[config.mk]
export PLATFORM = sky130hd
export DESIGN_NAME = fdcpin_core
export DESIGN_NICKNAME = d
export VERILOG_FILES = /design/src/hw/fdcpin_pkg.sv /design/src/hw/fdcpin_core.sv
export SDC_FILE = /design/constraint.sdc
export NUM_CORES = 1
export LEC_CHECK = 0
export BUFFER_PORTS_ARGS = -buffer_cell sky130_fd_sc_hd__buf_2
export CAP_MARGIN = 40
export CORE_MARGIN = 8
export CORE_UTILIZATION = 54
export DETAILED_ROUTE_END_ITERATION = 7
export GPL_TIMING_DRIVEN = 0
export PLACE_DENSITY = 0.85
export SLEW_MARGIN = 20
export SYNTH_ARGS = -nofsm -noshare
export SYNTH_HDL_FRONTEND = slang
export SYNTH_SLANG_ARGS = --single-unit
[constraint.sdc]
create_clock -name clk_i -period 2.9 [get_ports clk_i]
set_input_delay 0.435 -clock clk_i [delete_from_list [all_inputs] [get_ports clk_i]]
set_output_delay 0.435 -clock clk_i [all_outputs]
set_load 0.02 [all_outputs]
[src/hw/fdcpin_pkg.sv]
// fdcpin_pkg: constants and types for the floppy controller pin block
// assumes a 10 MHz system clock and synchronous pin inputs
package fdcpin_pkg;
	// ------------------------------------------------------------
	// register selects
	// ------------------------------------------------------------
	localparam logic [1:0] FDC_SEL_STATUS_CMD = 2'h0;
	localparam logic [1:0] FDC_SEL_TRACK = 2'h1;
	localparam logic [1:0] FDC_SEL_SECTOR = 2'h2;
	localparam logic [1:0] FDC_SEL_DATA = 2'h3;
	// ------------------------------------------------------------
	// reset values and fields
	// ------------------------------------------------------------
	localparam logic [7:0] FDC_CMD_RESET = 8'h03;
	localparam logic [7:0] FDC_SECTOR_RESET = 8'h01;
	localparam logic [7:0] FDC_ZERO_BYTE = 8'h00;
	localparam logic [7:0] FDC_ONES_BYTE = 8'hFF;
	localparam int FDC_ST_NOT_READY = 7;
	localparam int FDC_ST_WPROT = 6;
	localparam int FDC_ST_RNF = 4;
	localparam int FDC_ST_LOST = 2;
	localparam int FDC_ST_DRQ = 1;
	localparam int FDC_ST_BUSY = 0;
	localparam logic [7:0] FDC_TRACK_ZONE_LO = 8'h2C;
	localparam logic [7:0] FDC_TRACK_ZONE_HI = 8'h4C;
	// command decode: upper nibble opcodes, side select in bit 3
	localparam logic [3:0] FDC_OP_RESTORE = 4'h0;
	localparam logic [3:0] FDC_OP_SEEK = 4'h1;
	localparam logic [3:0] FDC_OP_STEP_IN = 4'h5;
	localparam logic [3:0] FDC_OP_STEP_OUT = 4'h7;
	localparam logic [3:0] FDC_OP_READ = 4'h8;
	localparam logic [3:0] FDC_OP_WRITE = 4'hA;
	localparam int FDC_SIDE_BIT = 3;
	// ------------------------------------------------------------
	// timing
	// ------------------------------------------------------------
	localparam int FDC_CLK_HZ = 10_000_000;
	localparam int FDC_CLK_NS = 1_000_000_000 / FDC_CLK_HZ;
	localparam int FDC_RESET_US = 50;
	localparam int FDC_RESET_CYC = FDC_RESET_US * 1000 / FDC_CLK_NS;
	localparam int FDC_WD_MFM_NS = 200;
	localparam int FDC_WD_FM_NS = 500;
	localparam int FDC_WD_MFM_CYC = FDC_WD_MFM_NS / FDC_CLK_NS;
	localparam int FDC_WD_FM_CYC = FDC_WD_FM_NS / FDC_CLK_NS;
	localparam int FDC_STEP_CYC = 20;
	localparam int FDC_BYTE_CYC = 160;
	localparam int FDC_SYNC_MFM = 4;
	localparam int FDC_SYNC_FM = 2;
	localparam int FDC_PLL_GAP_MFM = 8;
	localparam int FDC_PLL_GAP_FM = 4;
	localparam int FDC_SECTOR_BYTES = 128;
	localparam int FDC_ID_CRC_BYTE = 5;
	// ------------------------------------------------------------
	// types
	// ------------------------------------------------------------
	typedef struct packed {
		logic step;
		logic step_direction;
		logic head_load_out;
		logic write_gate;
		logic write_flux_out;
		logic early;
		logic late;
		logic read_sync_gate;
		logic side_select_out;
		logic outer_track_zone;
	} fdcpin_drive_t;
	typedef enum logic [2:0] {
		FDC_IDLE,
		FDC_STEPPING,
		FDC_SETTLE,
		FDC_SYNC,
		FDC_ID,
		FDC_XFER,
		FDC_DONE
	} fdcpin_state_t;
endpackage

[src/hw/fdcpin_core.sv]
// fdcpin_core: host register port and drive pin sequencer
// assumes synchronous inputs, one clock, external pull-ups on open drains
`timescale 1ns/1ps
module fdcpin_core #(
	parameter int RESET_CYC = fdcpin_pkg::FDC_RESET_CYC,
	parameter int BYTE_CYC = fdcpin_pkg::FDC_BYTE_CYC,
	parameter int SECTOR_BYTES = fdcpin_pkg::FDC_SECTOR_BYTES
) (
	input wire logic clk_i,
	input wire logic rst_i,
	input wire logic master_reset_n_i,
	input wire logic chip_select_n_i,
	input wire logic read_strobe_n_i,
	input wire logic write_strobe_n_i,
	input wire logic reg_select_lo_i,
	input wire logic reg_select_hi_i,
	input wire logic [7:0] host_data_bus_i,
	output logic [7:0] host_data_bus_o,
	output logic host_data_bus_oe_o,
	output logic data_request_o,
	output logic interrupt_request_o,
	input wire logic head_engaged_in_i,
	input wire logic track_zero_in_i,
	input wire logic index_pulse_in_i,
	input wire logic write_protect_in_i,
	input wire logic ready_in_i,
	input wire logic density_select_n_i,
	input wire logic raw_read_n_i,
	input wire logic [7:0] read_byte_i,
	input wire logic read_byte_valid_i,
	input wire logic id_side_i,
	input wire logic fault_or_pll_enable_i,
	output logic fault_or_pll_enable_o,
	output logic fault_or_pll_enable_oe_o,
	output fdcpin_pkg::fdcpin_drive_t drive_o
);
	import fdcpin_pkg::*;
	// ------------------------------------------------------------
	// state
	// ------------------------------------------------------------
	fdcpin_state_t state, next_state;
	logic [7:0] command_code, next_command_code;
	logic [7:0] head_track_number, next_head_track_number;
	logic [7:0] target_sector_number, next_target_sector_number;
	logic [7:0] transfer_byte, next_transfer_byte;
	logic [7:0] status_flags, next_status_flags;
	logic [7:0] shift_byte, next_shift_byte;
	logic [15:0] timer, next_timer;
	logic [15:0] mr_count, next_mr_count;
	logic [10:0] bytes, next_bytes;
	logic [3:0] sync_count, next_sync_count;
	logic mr_done, next_mr_done;
	logic in_reset, next_in_reset;
	logic data_request, next_drq;
	logic irq, next_irq;
	logic full, next_full;
	logic writing, next_writing;
	logic [7:0] rd_data, next_rd_data;
	logic rd_oe, next_rd_oe;
	logic pll_n, next_pll_n;
	logic pll_oe, next_pll_oe;
	logic rd_prev, next_rd_prev;
	logic wr_prev, next_wr_prev;
	fdcpin_drive_t drv, next_drv;
	logic rd_edge, wr_edge, sel, mfm, rnf_hit, fault_n;
	logic [3:0] op;
	logic [15:0] wd_len;

	assign sel = !chip_select_n_i;
	assign rd_edge = sel && !read_strobe_n_i && rd_prev;
	assign wr_edge = sel && !write_strobe_n_i && wr_prev;
	assign op = command_code[7:4];
	// density select decode
	// low selects MFM
	assign mfm = !density_select_n_i;
	assign wd_len = mfm ? 16'(FDC_WD_MFM_CYC) : 16'(FDC_WD_FM_CYC);
	// fault input only while write gate high
	assign fault_n = drv.write_gate ? fault_or_pll_enable_i : 1'b1;
	assign rnf_hit = read_byte_valid_i && state == FDC_ID &&
		(id_side_i != drv.side_select_out);

	// ------------------------------------------------------------
	// next state
	// ------------------------------------------------------------
	always_comb
	begin
		next_state = state;
		next_command_code = command_code;
		next_head_track_number = head_track_number;
		next_target_sector_number = target_sector_number;
		next_transfer_byte = transfer_byte;
		next_status_flags = status_flags;
		next_shift_byte = shift_byte;
		next_timer = timer;
		next_mr_count = mr_count;
		next_mr_done = mr_done;
		next_in_reset = in_reset;
		next_bytes = bytes;
		next_sync_count = sync_count;
		next_drq = data_request;
		next_irq = irq;
		next_full = full;
		next_writing = writing;
		next_rd_prev = read_strobe_n_i;
		next_wr_prev = write_strobe_n_i;
		next_pll_n = pll_n;
		next_drv = drv;
		next_drv.step = 1'b0;
		next_drv.early = 1'b0;
		next_drv.late = 1'b0;
		next_rd_oe = sel && !read_strobe_n_i;
		case ({reg_select_hi_i, reg_select_lo_i})
			FDC_SEL_STATUS_CMD: next_rd_data = status_flags;
			FDC_SEL_TRACK: next_rd_data = head_track_number;
			FDC_SEL_SECTOR: next_rd_data = target_sector_number;
			default: next_rd_data = transfer_byte;
		endcase
		if (timer != 16'h0000)
			next_timer = timer - 16'h0001;
		next_drv.outer_track_zone = (op == FDC_OP_READ || op == FDC_OP_WRITE)
			&& head_track_number >= FDC_TRACK_ZONE_LO
			&& head_track_number <= FDC_TRACK_ZONE_HI;
		// inverse of ready shown in status
		next_status_flags[FDC_ST_NOT_READY] = !ready_in_i;
		next_status_flags[FDC_ST_DRQ] = data_request;
		next_status_flags[FDC_ST_BUSY] = state != FDC_IDLE;
		if (rd_edge)
		begin
			case ({reg_select_hi_i, reg_select_lo_i})
				FDC_SEL_STATUS_CMD: next_irq = 1'b0;
				FDC_SEL_DATA:
				begin
					next_drq = 1'b0;
					next_full = 1'b0;
				end
				default: ;
			endcase
		end
		if (wr_edge)
		begin
			case ({reg_select_hi_i, reg_select_lo_i})
				FDC_SEL_STATUS_CMD:
				begin
					next_irq = 1'b0;
					next_command_code = host_data_bus_i;
					next_status_flags[FDC_ST_LOST] = 1'b0;
					next_status_flags[FDC_ST_RNF] = 1'b0;
					next_status_flags[FDC_ST_WPROT] = 1'b0;
					next_state = FDC_STEPPING;
					next_bytes = 11'h000;
					next_sync_count = 4'h0;
					// side latched only at command start
					if (host_data_bus_i[7] == 1'b1)
						next_drv.side_select_out =
							host_data_bus_i[FDC_SIDE_BIT];
				end
				FDC_SEL_TRACK: next_head_track_number = host_data_bus_i;
				FDC_SEL_SECTOR: next_target_sector_number = host_data_bus_i;
				default:
				begin
					next_transfer_byte = host_data_bus_i;
					next_drq = 1'b0;
					next_full = 1'b1;
				end
			endcase
		end
		// ------------------------------------------------------------
		// sequencer
		// ------------------------------------------------------------
		case (state)
			FDC_IDLE: ;
			FDC_STEPPING:
			begin
				if (op[3])
				begin
					if (!ready_in_i)
						next_state = FDC_DONE;
					else if (op == FDC_OP_WRITE && !write_protect_in_i)
					begin
						next_status_flags[FDC_ST_WPROT] = 1'b1;
						next_state = FDC_DONE;
					end
					else
					begin
						next_drv.head_load_out = 1'b1;
						next_state = FDC_SETTLE;
					end
				end
				else if (timer == 16'h0000)
				begin
					if ((op == FDC_OP_RESTORE && !track_zero_in_i) ||
						(op == FDC_OP_SEEK &&
						transfer_byte != head_track_number) ||
						op == FDC_OP_STEP_IN || op == FDC_OP_STEP_OUT)
					begin
						next_drv.step = 1'b1;
						next_drv.step_direction = op == FDC_OP_STEP_IN ||
							(op == FDC_OP_SEEK &&
							transfer_byte > head_track_number);
						next_head_track_number = next_drv.step_direction ?
							head_track_number + 8'h01 :
							head_track_number - 8'h01;
						next_timer = 16'(FDC_STEP_CYC);
						if (op == FDC_OP_STEP_IN || op == FDC_OP_STEP_OUT)
							next_state = FDC_DONE;
					end
					else
					begin
						if (op == FDC_OP_RESTORE)
							next_head_track_number = FDC_ZERO_BYTE;
						next_state = FDC_DONE;
					end
				end
			end
			FDC_SETTLE:
			begin
				if (head_engaged_in_i)
				begin
					next_writing = op == FDC_OP_WRITE;
					next_drv.write_gate = op == FDC_OP_WRITE;
					// pll enable low after head settled for reads, high for writes
					next_pll_n = op == FDC_OP_WRITE;
					next_timer = 16'(BYTE_CYC);
					next_drq = op == FDC_OP_WRITE;
					next_state = op == FDC_OP_WRITE ? FDC_XFER : FDC_SYNC;
				end
			end
			FDC_SYNC:
			begin
				if (read_byte_valid_i)
				begin
					if (read_byte_i == FDC_ZERO_BYTE ||
						(mfm && read_byte_i == FDC_ONES_BYTE))
						next_sync_count = sync_count + 4'h1;
					else
						next_sync_count = 4'h0;
					if (int'(sync_count) + 1 >=
						(mfm ? FDC_SYNC_MFM : FDC_SYNC_FM))
					begin
						next_drv.read_sync_gate = 1'b1;
						next_state = FDC_ID;
						next_bytes = 11'h000;
					end
				end
			end
			FDC_ID:
			begin
				if (rnf_hit)
				begin
					next_status_flags[FDC_ST_RNF] = 1'b1;
					next_state = FDC_DONE;
				end
				else if (read_byte_valid_i)
				begin
					next_bytes = bytes + 11'h001;
					// pll off after id crc until gap ahead of mark
					if (int'(bytes) == FDC_ID_CRC_BYTE)
						next_pll_n = 1'b1;
					if (int'(bytes) == FDC_ID_CRC_BYTE +
						(mfm ? FDC_PLL_GAP_MFM : FDC_PLL_GAP_FM))
					begin
						next_pll_n = 1'b0;
						next_bytes = 11'h000;
						next_state = FDC_XFER;
					end
				end
			end
			FDC_XFER:
			begin
				if (!writing && read_byte_valid_i)
				begin
					// overwrite of unread byte sets lost data
					if (full)
						next_status_flags[FDC_ST_LOST] = 1'b1;
					next_transfer_byte = read_byte_i;
					next_full = 1'b1;
					next_drq = 1'b1;
					next_bytes = bytes + 11'h001;
				end
				if (writing && timer == 16'h0000)
				begin
					if (!full || data_request)
					begin
						next_shift_byte = FDC_ZERO_BYTE;
						next_status_flags[FDC_ST_LOST] = 1'b1;
					end
					else
						next_shift_byte = transfer_byte;
					next_full = 1'b0;
					next_drq = 1'b1;
					next_timer = 16'(BYTE_CYC);
					next_bytes = bytes + 11'h001;
				end
				if (writing)
				begin
					// pulse width by density; precomp during pulse
					next_drv.write_flux_out = timer > 16'(BYTE_CYC) - wd_len;
					next_drv.early = next_drv.write_flux_out && shift_byte[7];
					next_drv.late = next_drv.write_flux_out && shift_byte[0];
				end
				if (int'(bytes) >= SECTOR_BYTES || !fault_n)
					next_state = FDC_DONE;
			end
			FDC_DONE:
			begin
				next_drv.write_gate = 1'b0;
				next_drv.write_flux_out = 1'b0;
				next_drv.read_sync_gate = 1'b0;
				next_drv.head_load_out = 1'b0;
				next_pll_n = 1'b1;
				next_writing = 1'b0;
				next_drq = 1'b0;
				next_irq = 1'b1;
				next_state = FDC_IDLE;
			end
			default: next_state = FDC_IDLE;
		endcase
		// master reset after minimum low time
		if (!master_reset_n_i)
		begin
			next_mr_count = (mr_count < 16'(RESET_CYC)) ?
				mr_count + 16'h0001 : mr_count;
			if (mr_count + 16'h0001 >= 16'(RESET_CYC))
				next_mr_done = 1'b1;
			next_in_reset = 1'b1;
			next_status_flags[FDC_ST_NOT_READY] = 1'b0;
			if (mr_done)
			begin
				next_command_code = FDC_CMD_RESET;
				next_state = FDC_IDLE;
				next_drq = 1'b0;
				next_irq = 1'b0;
				next_drv = '0;
				next_writing = 1'b0;
				next_pll_n = 1'b1;
			end
		end
		else
		begin
			next_mr_count = 16'h0000;
			next_in_reset = 1'b0;
			next_mr_done = 1'b0;
			if (in_reset && mr_done)
			begin
				next_state = FDC_STEPPING;
				next_target_sector_number = FDC_SECTOR_RESET;
			end
		end
		// shared pin driven only while not writing
		next_pll_oe = !next_writing;
	end

	// ------------------------------------------------------------
	// registers
	// ------------------------------------------------------------
	always_ff @(posedge clk_i)
	begin
		if (rst_i)
		begin
			state <= FDC_IDLE;
			command_code <= FDC_CMD_RESET;
			head_track_number <= FDC_ZERO_BYTE;
			target_sector_number <= FDC_SECTOR_RESET;
			transfer_byte <= FDC_ZERO_BYTE;
			status_flags <= FDC_ZERO_BYTE;
			shift_byte <= FDC_ZERO_BYTE;
			timer <= 16'h0000;
			mr_count <= 16'h0000;
			mr_done <= 1'b0;
			in_reset <= 1'b0;
			bytes <= 11'h000;
			sync_count <= 4'h0;
			data_request <= 1'b0;
			irq <= 1'b0;
			full <= 1'b0;
			writing <= 1'b0;
			rd_data <= FDC_ZERO_BYTE;
			rd_oe <= 1'b0;
			pll_n <= 1'b1;
			pll_oe <= 1'b1;
			rd_prev <= 1'b1;
			wr_prev <= 1'b1;
			drv <= '0;
		end
		else
		begin
			state <= next_state;
			command_code <= next_command_code;
			head_track_number <= next_head_track_number;
			target_sector_number <= next_target_sector_number;
			transfer_byte <= next_transfer_byte;
			status_flags <= next_status_flags;
			shift_byte <= next_shift_byte;
			timer <= next_timer;
			mr_count <= next_mr_count;
			mr_done <= next_mr_done;
			in_reset <= next_in_reset;
			bytes <= next_bytes;
			sync_count <= next_sync_count;
			data_request <= next_drq;
			irq <= next_irq;
			full <= next_full;
			writing <= next_writing;
			rd_data <= next_rd_data;
			rd_oe <= next_rd_oe;
			pll_n <= next_pll_n;
			pll_oe <= next_pll_oe;
			rd_prev <= next_rd_prev;
			wr_prev <= next_wr_prev;
			drv <= next_drv;
		end
	end

	// ------------------------------------------------------------
	// outputs
	// ------------------------------------------------------------
	assign host_data_bus_o = rd_data;
	assign host_data_bus_oe_o = rd_oe;
	// active-high request levels for open-drain pads
	assign data_request_o = data_request;
	assign interrupt_request_o = irq;
	assign fault_or_pll_enable_o = pll_n;
	assign fault_or_pll_enable_oe_o = pll_oe;
	assign drive_o = drv;
endmodule

* After elaboration in Yosys (flattened, before gate mapping)
Cells that the tools add are included.
** Word-level totals
- Register bits after elaboration :: 125
- Output and inout port bits :: 23
- Word-level logic and storage cells :: 263
** Operators by class
- $add $sub $neg :: 9
- Order comparisons :: 8
- Equality and inequality tests :: 19
- Muxes and demuxes :: 143
- Bitwise gates (word level) :: 1
- Reduce and logical (&&, ||, !) cells :: 49
** Operator list (count)
- two-way mux 8 bit :: 21
- two-way mux 11 bit :: 9
- two-way mux 16 bit :: 6
- two-way mux 3 bit :: 22
- two-way mux 1 bit :: 61
- case mux 16 bit (3 select lines) :: 1
- case mux 11 bit (3 select lines) :: 1
- two-way mux 4 bit :: 6
- case mux 8 bit (3 select lines) :: 1
- two-way mux 10 bit :: 2
- logical AND 1 bit :: 18
- case mux 3 bit (6 select lines) :: 1
- adder 16 x 1 -> 16 bit (second input constant) :: 1
- greater-or-equal comparator 16 x 9 -> 1 bit (second input constant) :: 1
- greater-than comparator 16 bit :: 1
- zero test 16 bit :: 1
- less-than comparator 16 x 9 -> 1 bit (second input constant) :: 1
- nonzero test 16 bit :: 1
- subtractor 16 x 1 -> 16 bit (second input constant) :: 1
- adder 11 x 1 -> 11 bit (second input constant) :: 1
- equality test 11 x 4 -> 1 bit (second input constant) :: 1
- equality test 11 x 5 -> 1 bit :: 1
- greater-or-equal comparator 11 x 8 -> 1 bit (second input constant) :: 1
- zero test 1 bit :: 11
- other kinds (34) :: 58

* Logic depth before layout (Yosys ltp)
Gate-level depths: netlist of run 1.
- Depth in word-level cells :: 11
- Gate-level depth with buffers :: 14
- Depth with buffers taken out :: 14

* Least setup slack after synthesis of run 1
No wires, ideal clock.
- Kind :: flip-flop to flip-flop
- Start :: register head_track_number[3]
- End :: register head_track_number[7]
- Setup time :: 0.062 ns
- Arrival :: 3.024 ns
- Data required time :: 2.838 ns
- Setup slack :: -0.186 ns
- Stages on the path, launching flop included :: 15
- Period minus slack after synthesis :: 3.086 ns
- Cells stage by stage :: dfxtp_1 > inv_1 > ha_1 > and4_1 > a21oi_1 > o21a_1 > o31a_1 > inv_1 > ha_1 > a21oi_1 > o211ai_1 > o41ai_1 > nand2b_1 > or4_1 > nand3_1
** Between the ends
- Word-level cells in the longest chain between the ends :: 9
** RTL lines
- start, declared :: RTL line fdcpin_core.sv:43 : logic [7:0] head_track_number, next_head_track_number;
- start signal, assigned :: RTL line fdcpin_core.sv:389 : head_track_number <= next_head_track_number;
- parallel branches: the longest is 5 deep, another holds greater-than comparator 8 bit
- two-way mux 8 bit (*) :: RTL line fdcpin_core.sv:191 : if ((op == FDC_OP_RESTORE && !track_zero_in_i) ||
- two-way mux 8 bit (*) :: RTL line fdcpin_core.sv:189 : else if (timer == 16'h0000)
- two-way mux 8 bit (*) :: RTL line fdcpin_core.sv:174 : if (op[3])
- two-way mux 8 bit (*) :: RTL line fdcpin_core.sv:170 : case (state)
Mark *: on every way between the ends.
A chain may end at the register's enable or synchronous reset.

* Worst setup path after layout of run 1
- Start :: register head_track_number[1]
- End :: register head_track_number[7]
Same word-level chain as after synthesis.

==> results.yml, run 1 <==
run_status:
  status: "finished with violations"
  violations: "setup timing"
cts:
  clk_latency_ps: 420
  cts_root_buf: "clkbuf_16"
  cts_tree: "built"
  path_clk_slew_ps: 60
  cts_buffer_depth: 2
  cts_htree_levels: 4
  cts_made_buffers: 17
  holdBufCountCts: 0
  cts_sinks: 115
placement:
  dpl.hpwl_um: 12000
  pre_cts_slack_ps: -575
  gp_congestion: 0.970
  io_buffer_count: 53
  dpl_cell_area_um2: 6640
  dp_cells: 923
min_path:
  min_to: "host_data_bus_oe_o"
  worstHoldPathCells: 2
  min_from: "chip_select_n_i"
  hold_path.class: "in2reg"
grt:
  grt_max_degree: 17
  grt_pass1_vias: 5721
  grt.overflow.total: 0
  track_usage: 0.240
  grt_first_pass_wirelength_um: 28400
  antenna_found_initial: 0
drt:
  drt_iter0_drc: 817
  drtPass1Iterations: 7
  viasPerCell: 6.27
  antenna_left: 0
  wl_per_cell_um: 19.5
  routed_wl_um: 19200
  num_vias: 6163
  drc: 0
cells_and_area:
  fin_nets: 888
  final_cells: 983
  final_area_um2: 7640
  drive_gt1_frac: 0.220
  area_delta_synth_final_pct: 23.7
  diodes: 0
power_and_ir_drop:
  swShare: 0.298
  seqPwrFrac: 0.370
  p_total_mw: 4.84
  powerDensity_nw_per_um2: 634
  clkPwrFrac: 0.396
  p_leak_nw: 3.12
  internal_power_mw: 3.40
  p_sw_mw: 1.44
  irDropWorstVdd_uv: 377
  pwr-share-comb: 0.234
sta:
  slew_viol_final: 0
  worst_pin_slew_ps: 847
  finalSetupTns_ps: -649
  hold_viol_final: 0
  fin_crit_sh: 1.10
  finalWorstSetupSlack_ps: -288
  fin_skew_ps: 7.49
  slew_headroom: 0.436
  fmax_mhz: 314
  setup_viol: 6
  rsz0062_at_grt: "yes"
  fin_crit_ps: 3190
setup_path:
  r2r-start: "head_track_number[1]"
  reg2reg_to: "head_track_number[7]"
  cp_num_buf_inv: 2
  worstPathCellList: "inv_4 -> ha_4 -> nor2b_4 -> o211ai_1 -> a21boi_4 -> o31a_1 -> inv_4 -> ha_4 -> a21oi_4 -> o211ai_1 -> o41ai_2 -> nand2b_1 -> or4_1 -> nand3_1"
  crit_type: "reg2reg"
  critPathRequiredTime_ps: 3250
  start_kind: "flop"
  crit_slowest_cell: "or4_1"
  worst_setup_path_end_kind: "flop"
  r2r_cells: 14
  cp.arrival_ps: 3540
  critPathMaxFanout: 5
  critPathMaxStageDelay_ps: 420
  crit_family: "compound AO/OA/AOI/OAI gates"
  worst-r2r-setup-slack_ps: -290
yosys:
  synth.most_common_cell: "dfxtp_1"
  syn-num-nets: 786
  yosysTopAreaCellShare: 0.373
  netlist_top_cells_count: "dfxtp_1 (115), nor2_1 (100), nand2_1 (52)"
  ys_async_sr_fraction: 0
  synth-compound-area-share: 0.174
  ys_seq_area_frac: 0.373
  netlist_area_um2: 6180
  synth_fa_ha_area_frac: 0.0539
  syn_avg_cell_area_um2: 8.51
  synth.area.mux_share: 0.0662
  synthCells: 726
  synth-simple-area-share: 0.254
  yosys.area_share.xor_xnor: 0.0383
  ys_top_cells_by_area: "dfxtp_1 (37%), nor2_1 (6.1%), ha_1 (5.1%)"
  ys_types: 75
  synth_top_family_by_area: "simple AND/OR/NAND/NOR gates"
  yosys.area.top_type: "dfxtp_1"
  synth_edf_count: 0
  ys_warn_count: 0
  ys_seq_elements: 115
  ys.flop_type: "dfxtp_1"
floorplanning:
  core_area_um2: 11300
  dieArea_um2: 15100
  ioPinCount: 57
  row_count: 39
  die_h_um: 123
  die_width_um: 123
  start_util: 0.548
run:
  cap_viol_max_count: 0
## metrics by stage
step | hold slack [ps] | utilization
4_1_cts | 197 | 0.658
6_report | 199 | 0.678
3_3_place_gp | 444 | 0.589
5_1_grt | 199 | 0.678
3_5_place_dp | 448 | 0.589
2_1_floorplan | 430 | -
## registers in the layout (all words and copies together), names as in the netlist, 2 cells and up
register,count
mr_count,16
timer,16
bytes,11
drive_o,10
head_track_number,8
host_data_bus_o,8
target_sector_number,8
transfer_byte,8
status_flags,6
command_code,4
sync_count,4
state,3
shift_byte,2
## cells in the final DEF (no fill, tap or decap), types with 5 or more instances in the layout
cell type  count
a211oi_1      14
a21oi_1       45
a22oi_1        6
a311oi_1      10
a31oi_1        9
and2_1        15
and3_1         8
buf_2         57
buf_4         28
clkbuf_1      25
clkbuf_16     17
clkinv_2       5
dfxtp_1      106
dfxtp_4        7
ha_1          15
ha_4           8
inv_1         26
mux2i_1       24
mux4_2         6
nand2_1       52
nand2b_1      10
nand3_1       26
nand4_1        5
nor2_1        97
nor2b_1       11
nor3_1        21
nor3b_1        6
nor4_1         6
o211ai_1       6
o21ai_0       19
or2_2          7
or3_1          5
xnor2_1       11
xor2_1        16
## cell families after synthesis
logic type,Yosys count
compound gates,160
xor+xnor,27
fa+ha+maj,26
buf+inv,62
flops,115
mux,33
simple gates,303
## final cells by class
| type | count | area, µm² |
|---|---|---|
| Fill cell | 844 | 3630 |
| Multi-Input combinational cell | 549 | 3830 |
| Clock inverter | 6 | 55.1 |
| Inverter | 32 | 125 |
| Tap cell | 143 | 179 |
| Sequential cell | 115 | 2330 |
| Clock buffer | 25 | 475 |
| Timing Repair Buffer | 84 | 512 |
| Buffer | 29 | 129 |
## power groups by stage
| stage | combinational [mW] | clock [mW] | sequential [mW] |
|---|---|---|---|
| after floorplan | 0.697 | 0 | 1.80 |
| after global placement | 0.875 | 0 | 1.81 |
| after detailed placement | 0.898 | 0 | 1.82 |
| after CTS | 0.966 | 1.91 | 1.79 |
| after global routing | 1.22 | 2.00 | 1.80 |
| final | 1.14 | 1.92 | 1.79 |
## layer usage
metal / wire (µm) / track usage
met5: 0 / 0
met4: 793 / 0.120
met3: 1950 / 0.0740
met2: 8750 / 0.371
met1: 7690 / 0.297
## worst reg2reg max path, delay by kind of cell (launching register included)
family,cells,cell delay (ps)
simple gates,4,730
flops,1,360
fa+ha+maj,2,470
buf+inv,2,210
compound gates,6,1360
## worst max-delay path by stage
stage / start / to / slack, ps / cells after the start
6_report: head_track_number[1] / head_track_number[7] / -290 / 14
5_1_grt: head_track_number[1] / head_track_number[7] / -360 / 14
4_1_cts: head_track_number[1] / head_track_number[7] / -240 / 14
3_5_place_dp: head_track_number[1] / head_track_number[7] / -570 / 14
3_3_place_gp: head_track_number[1] / head_track_number[7] / -560 / 14
2_1_floorplan: head_track_number[5] / head_track_number[7] / -9 / 14
## timing repair
item | 4_1_cts | 5_1_grt
buffers inserted | 15 | 17
pin swaps | 15 | 20
resized for setup | 31 | 28
endpoints found under the setup margin | 5 | 31
Power figures use the tool's default switching activity.
==> run 2, diff against run 1 <==
CORE_UTILIZATION = 45   (was 54)
CTS_CLUSTER_DIAMETER = 30   (was not set)
PLACE_DENSITY = 0.75   (was 0.85)
==> results.yml, run 2 (synthesis results as in run 1) <==
cts:
  cts_tree: "built"
  cts_root_buf: "clkbuf_16"
  cts_buffer_depth: 2
  cts_htree_levels: 4
  cts_sinks: 115
  clk_latency_ps: 420
  cts_made_buffers: 17
  path_clk_slew_ps: 50
floorplanning:
  dieArea_um2: 17700
  ioPinCount: 57
  start_util: 0.452
  row_count: 43
  die_width_um: 133
  die_h_um: 133
  core_area_um2: 13700
setup_path:
  cp-endpoint: "head_track_number[7]"
  worstPathCellList: "inv_2 -> ha_4 -> and4_4 -> a21boi_2 -> o31a_1 -> inv_4 -> ha_4 -> a21oi_4 -> o211ai_1 -> o41ai_2 -> nand2b_1 -> or4_1 -> nand3_1"
  critPathMaxStageDelay_ps: 400
  worst-r2r-setup-slack_ps: -90
  start_kind: "flop"
  cp.arrival_ps: 3350
  critPathMaxFanout: 6
  reg2reg_to: "head_track_number[7]"
  cp_common_cell: "ha_4"
  crit_slowest_cell: "or4_1"
  crit_type: "reg2reg"
  worst_setup_path_end_kind: "flop"
  worstSetupStartpoint: "head_track_number[7]"
  r2r_cells: 13
  crit_family: "compound AO/OA/AOI/OAI gates"
  r2r-start: "head_track_number[7]"
  critPathRequiredTime_ps: 3260
  worst-path-stages: 13
  cp_num_buf_inv: 2
sta:
  fin_crit_ps: 2990
  fin_skew_ps: 6.91
  rsz0062_at_grt: "yes"
  fmax_mhz: 334
  finalSetupTns_ps: -94.6
  hold_viol_final: 0
  slew_viol_final: 0
  setup_viol: 1
  worst_pin_slew_ps: 856
  whs_ps: 205
  fin_crit_sh: 1.03
  finalWorstSetupSlack_ps: -94.6
  slew_headroom: 0.425
drt:
  routed_wl_um: 17100
  drc: 0
  viasPerCell: 5.69
  antenna_left: 0
  num_vias: 5738
  wl_per_cell_um: 17.0
  drt_iter0_drc: 477
  drtPass1Iterations: 5
grt:
  antenna_found_initial: 1
  grt_pass1_vias: 5484
  grt.overflow.total: 0
  grt_max_degree: 17
  grt_first_pass_wirelength_um: 27600
  track_usage: 0.193
cells_and_area:
  drive_gt1_frac: 0.211
  fin_nets: 875
  final_cells: 1008
  diodes: 0
  mostFrequentLayoutCell: "dfxtp_1"
  area_delta_synth_final_pct: 23.5
  final_cell_mix: "dfxtp_1 (103), nor2_1 (99), buf_2 (56)"
  top_regs: "mr_count x16, timer x16, bytes x11"
placement:
  gp_congestion: 0.928
  dp_cells: 959
  pre_cts_slack_ps: -423
  dpl.hpwl_um: 12000
  io_buffer_count: 53
power_and_ir_drop:
  p_total_mw: 4.95
  irDropWorstVdd_uv: 463
  p_leak_nw: 3.04
  powerDensity_nw_per_um2: 649
min_path:
  hold_path.class: "in2reg"
  min_from: "chip_select_n_i"
run:
  cap_viol_max_count: 0
run_status:
  violations: "setup timing"
  status: "finished with violations"
run 2: worst register-to-register path, delay by kind of cell, from the launching register on:
kind	cells	cell delay [ps]
buffers and inverters	2	190
AOI/OAI and AO/OA	5	1120
adders and majority gates	2	460
and+or+nand+nor	4	760
DFF	1	380
run 2: layout make-up:
class	count	area, µm²
clock buffers	23	478
fillers	1230	6040
inverters	32	125
repair buffers	71	400
multi-input cells	549	3800
flip-flops and latches	115	2340
well taps	180	225
clock inverters	9	128
plain buffers	29	129
run 2: per-layer routing:
layer,track usage,share of wire,wire length [µm]
met5,0,0.00070,12
met4,0.100,0.035,599
met3,0.0576,0.084,1440
met2,0.296,0.45,7630
met1,0.241,0.43,7420
run 2: where the power goes:
part	total (mW)	switching, mW	internal [mW]
combinational	1.01	0.549	0.464
clock	2.15	0.742	1.41
sequential	1.78	0.117	1.67
run 2: worst min path at each step:
stage / to / slack (ps) / cells past startpoint
floorplan: target_sector_number[0] / 430 / 1
global placement: interrupt_request_o / 440 / 2
detailed placement: interrupt_request_o / 450 / 2
CTS: host_data_bus_oe_o / 190 / 2
global route: host_data_bus_oe_o / 210 / 2
finish: host_data_bus_oe_o / 200 / 2
run 2: what timing repair did:
item,CTS,global route
buffers inserted,13,5
endpoints found under the setup margin,4,30
pin swaps,12,6
cloned,0,0
resized for setup,37,15
hold buffers,0,0
run 2: metrics by stage:
| step | util | area (µm²) |
|---|---|---|
| finish | 0.558 | 7630 |
| global route | 0.558 | 7630 |
| CTS | 0.553 | 7560 |
| detailed placement | 0.489 | 6680 |
| global placement | 0.489 | 6680 |
| floorplan | - | 6190 |
==> run 3, diff against run 2 <==
REMOVE_ABC_BUFFERS = 1   (was not set)
==> results.yml, run 3 (synthesis results as in run 1) <==
run_status:
  status: "finished with violations"
  violations: "setup timing"
floorplanning:
  dieArea_um2: 17700
  die_h_um: 133
  row_count: 43
  die_width_um: 133
  ioPinCount: 57
  start_util: 0.452
  core_area_um2: 13700
grt:
  grt_max_degree: 40
  track_usage: 0.188
  grt.overflow.total: 0
  grt_first_pass_wirelength_um: 27200
  antenna_found_initial: 0
  grt_pass1_vias: 5568
sta:
  setup_viol: 3
  fin_skew_ps: 8.63
  slew_viol_final: 0
  worst_pin_slew_ps: 769
  hold_viol_final: 0
  fin_crit_sh: 1.08
  rsz0062_at_grt: "yes"
  fmax_mhz: 320
  fin_crit_ps: 3120
  slew_headroom: 0.486
  finalWorstSetupSlack_ps: -222
setup_path:
  critPathRequiredTime_ps: 3250
  worst_setup_path_end_kind: "flop"
  start_kind: "flop"
  critPathMaxFanout: 5
  cp.arrival_ps: 3480
  crit_type: "reg2reg"
cells_and_area:
  area_delta_synth_final_pct: 21.8
  fin_nets: 852
  final_util: 0.550
  final_cell_mix: "dfxtp_1 (104), nor2_1 (99), buf_2 (54)"
  mostFrequentLayoutCell: "dfxtp_1"
  drive_gt1_frac: 0.212
  top_regs: "mr_count x16, timer x16, bytes x11"
  fillCellCount: 1221
  final_area_um2: 7520
cts:
  cts_tree: "built"
  holdBufCountCts: 0
  clk_latency_ps: 420
  path_clk_slew_ps: 50
  cts_made_buffers: 17
  cts_htree_levels: 4
  cts_buffer_depth: 2
  cts_sinks: 115
  cts_root_buf: "clkbuf_16"
placement:
  pre_cts_slack_ps: -807
  dpl.hpwl_um: 11400
  dpl_cell_area_um2: 6560
  io_buffer_count: 54
  gp_congestion: 0.938
drt:
  antenna_left: 0
  drt_iter0_drc: 402
  wl_per_cell_um: 16.7
  drtPass1Iterations: 6
  routed_wl_um: 16500
  viasPerCell: 5.73
  num_vias: 5653
  drc: 0
power_and_ir_drop:
  irDropWorstVdd_uv: 465
  p_leak_nw: 3.02
  powerDensity_nw_per_um2: 637
run:
  cap_viol_max_count: 0
min_path:
  hold_path.class: "in2reg"
==> run 3: changes by cell type in the layout (fill, tap and decap cells not counted), sizes merged <==
cell	before	now
bufinv	3	2
clkbuf	43	24
buf	80	76
clkinvlp	3	4
diode	0	1
==> run 3: repair_timing <==
action / 4_1_cts / 5_1_grt
pin swaps: 17 / 12
endpoints found under the hold margin: 0 / 0
setup buffers: 18 / 4
gates resized for setup: 44 / 12
gates cloned: 0 / 0
setup endpoints to repair: 6 / 28
==> run 3: worst paths after layout <==
check | from | endpoint | slack, ps | cells after the start
setup reg to reg | head_track_number[5] | head_track_number[7] | -220 | 13
hold reg to reg | drive_o[8] | drive_o[8] | 460 | 2
setup / recovery | head_track_number[5] | head_track_number[7] | -220 | 13
hold / removal | chip_select_n_i | host_data_bus_oe_o | 210 | 2
==> run 3: where the power goes <==
group	switching, mW	total (mW)	internal (mW)
Combinational	0.533	0.966	0.433
Clock	0.741	2.04	1.30
Sequential	0.118	1.79	1.67
Total	1.39	4.80	3.40
==> run 3: metrics by stage <==
step	instances	power, mW	TNS, ps	hold WS, ps
6_report	986	4.80	-390	208
5_1_grt	985	4.99	-863	220
4_1_cts	981	4.79	-279	200
3_5_place_dp	931	2.71	-2370	455
3_3_place_gp	930	2.68	-5440	442
2_1_floorplan	696	2.47	-234	430
==> run 3: worst max-delay path, stage by stage (launching register included) <==
cell and delay [ps]:
dfxtp_4 340, inv_1 60, ha_1 290, and4_4 210, a21boi_2 170, o31a_1 350, inv_4 150, ha_4 220
a21oi_4 130, o211ai_1 170, o41ai_2 400, nand2b_1 80, or4_1 400, nand3_1 90
==> run 3: area by class of cell <==
cell class              instances  area (µm²)  area share
inverters                      32         125      0.0166
clock buffers                  23         468      0.0622
flip-flops and latches        115        2340       0.311
well taps                     180         225      0.0299
multi-input cells             549        3800       0.505
repair buffers                 77         459      0.0610
clock inverters                 9         105      0.0140
diodes                          1        2.50    0.000333
==> run 3: routing by layer <==
metal,track usage,vias to the layer above,wire (µm)
met4,0.0930,0,362
met3,0.0380,30,1010
li1,-,2758,-
met5,0,-,0
met2,0.319,164,8040
met1,0.222,2701,7050
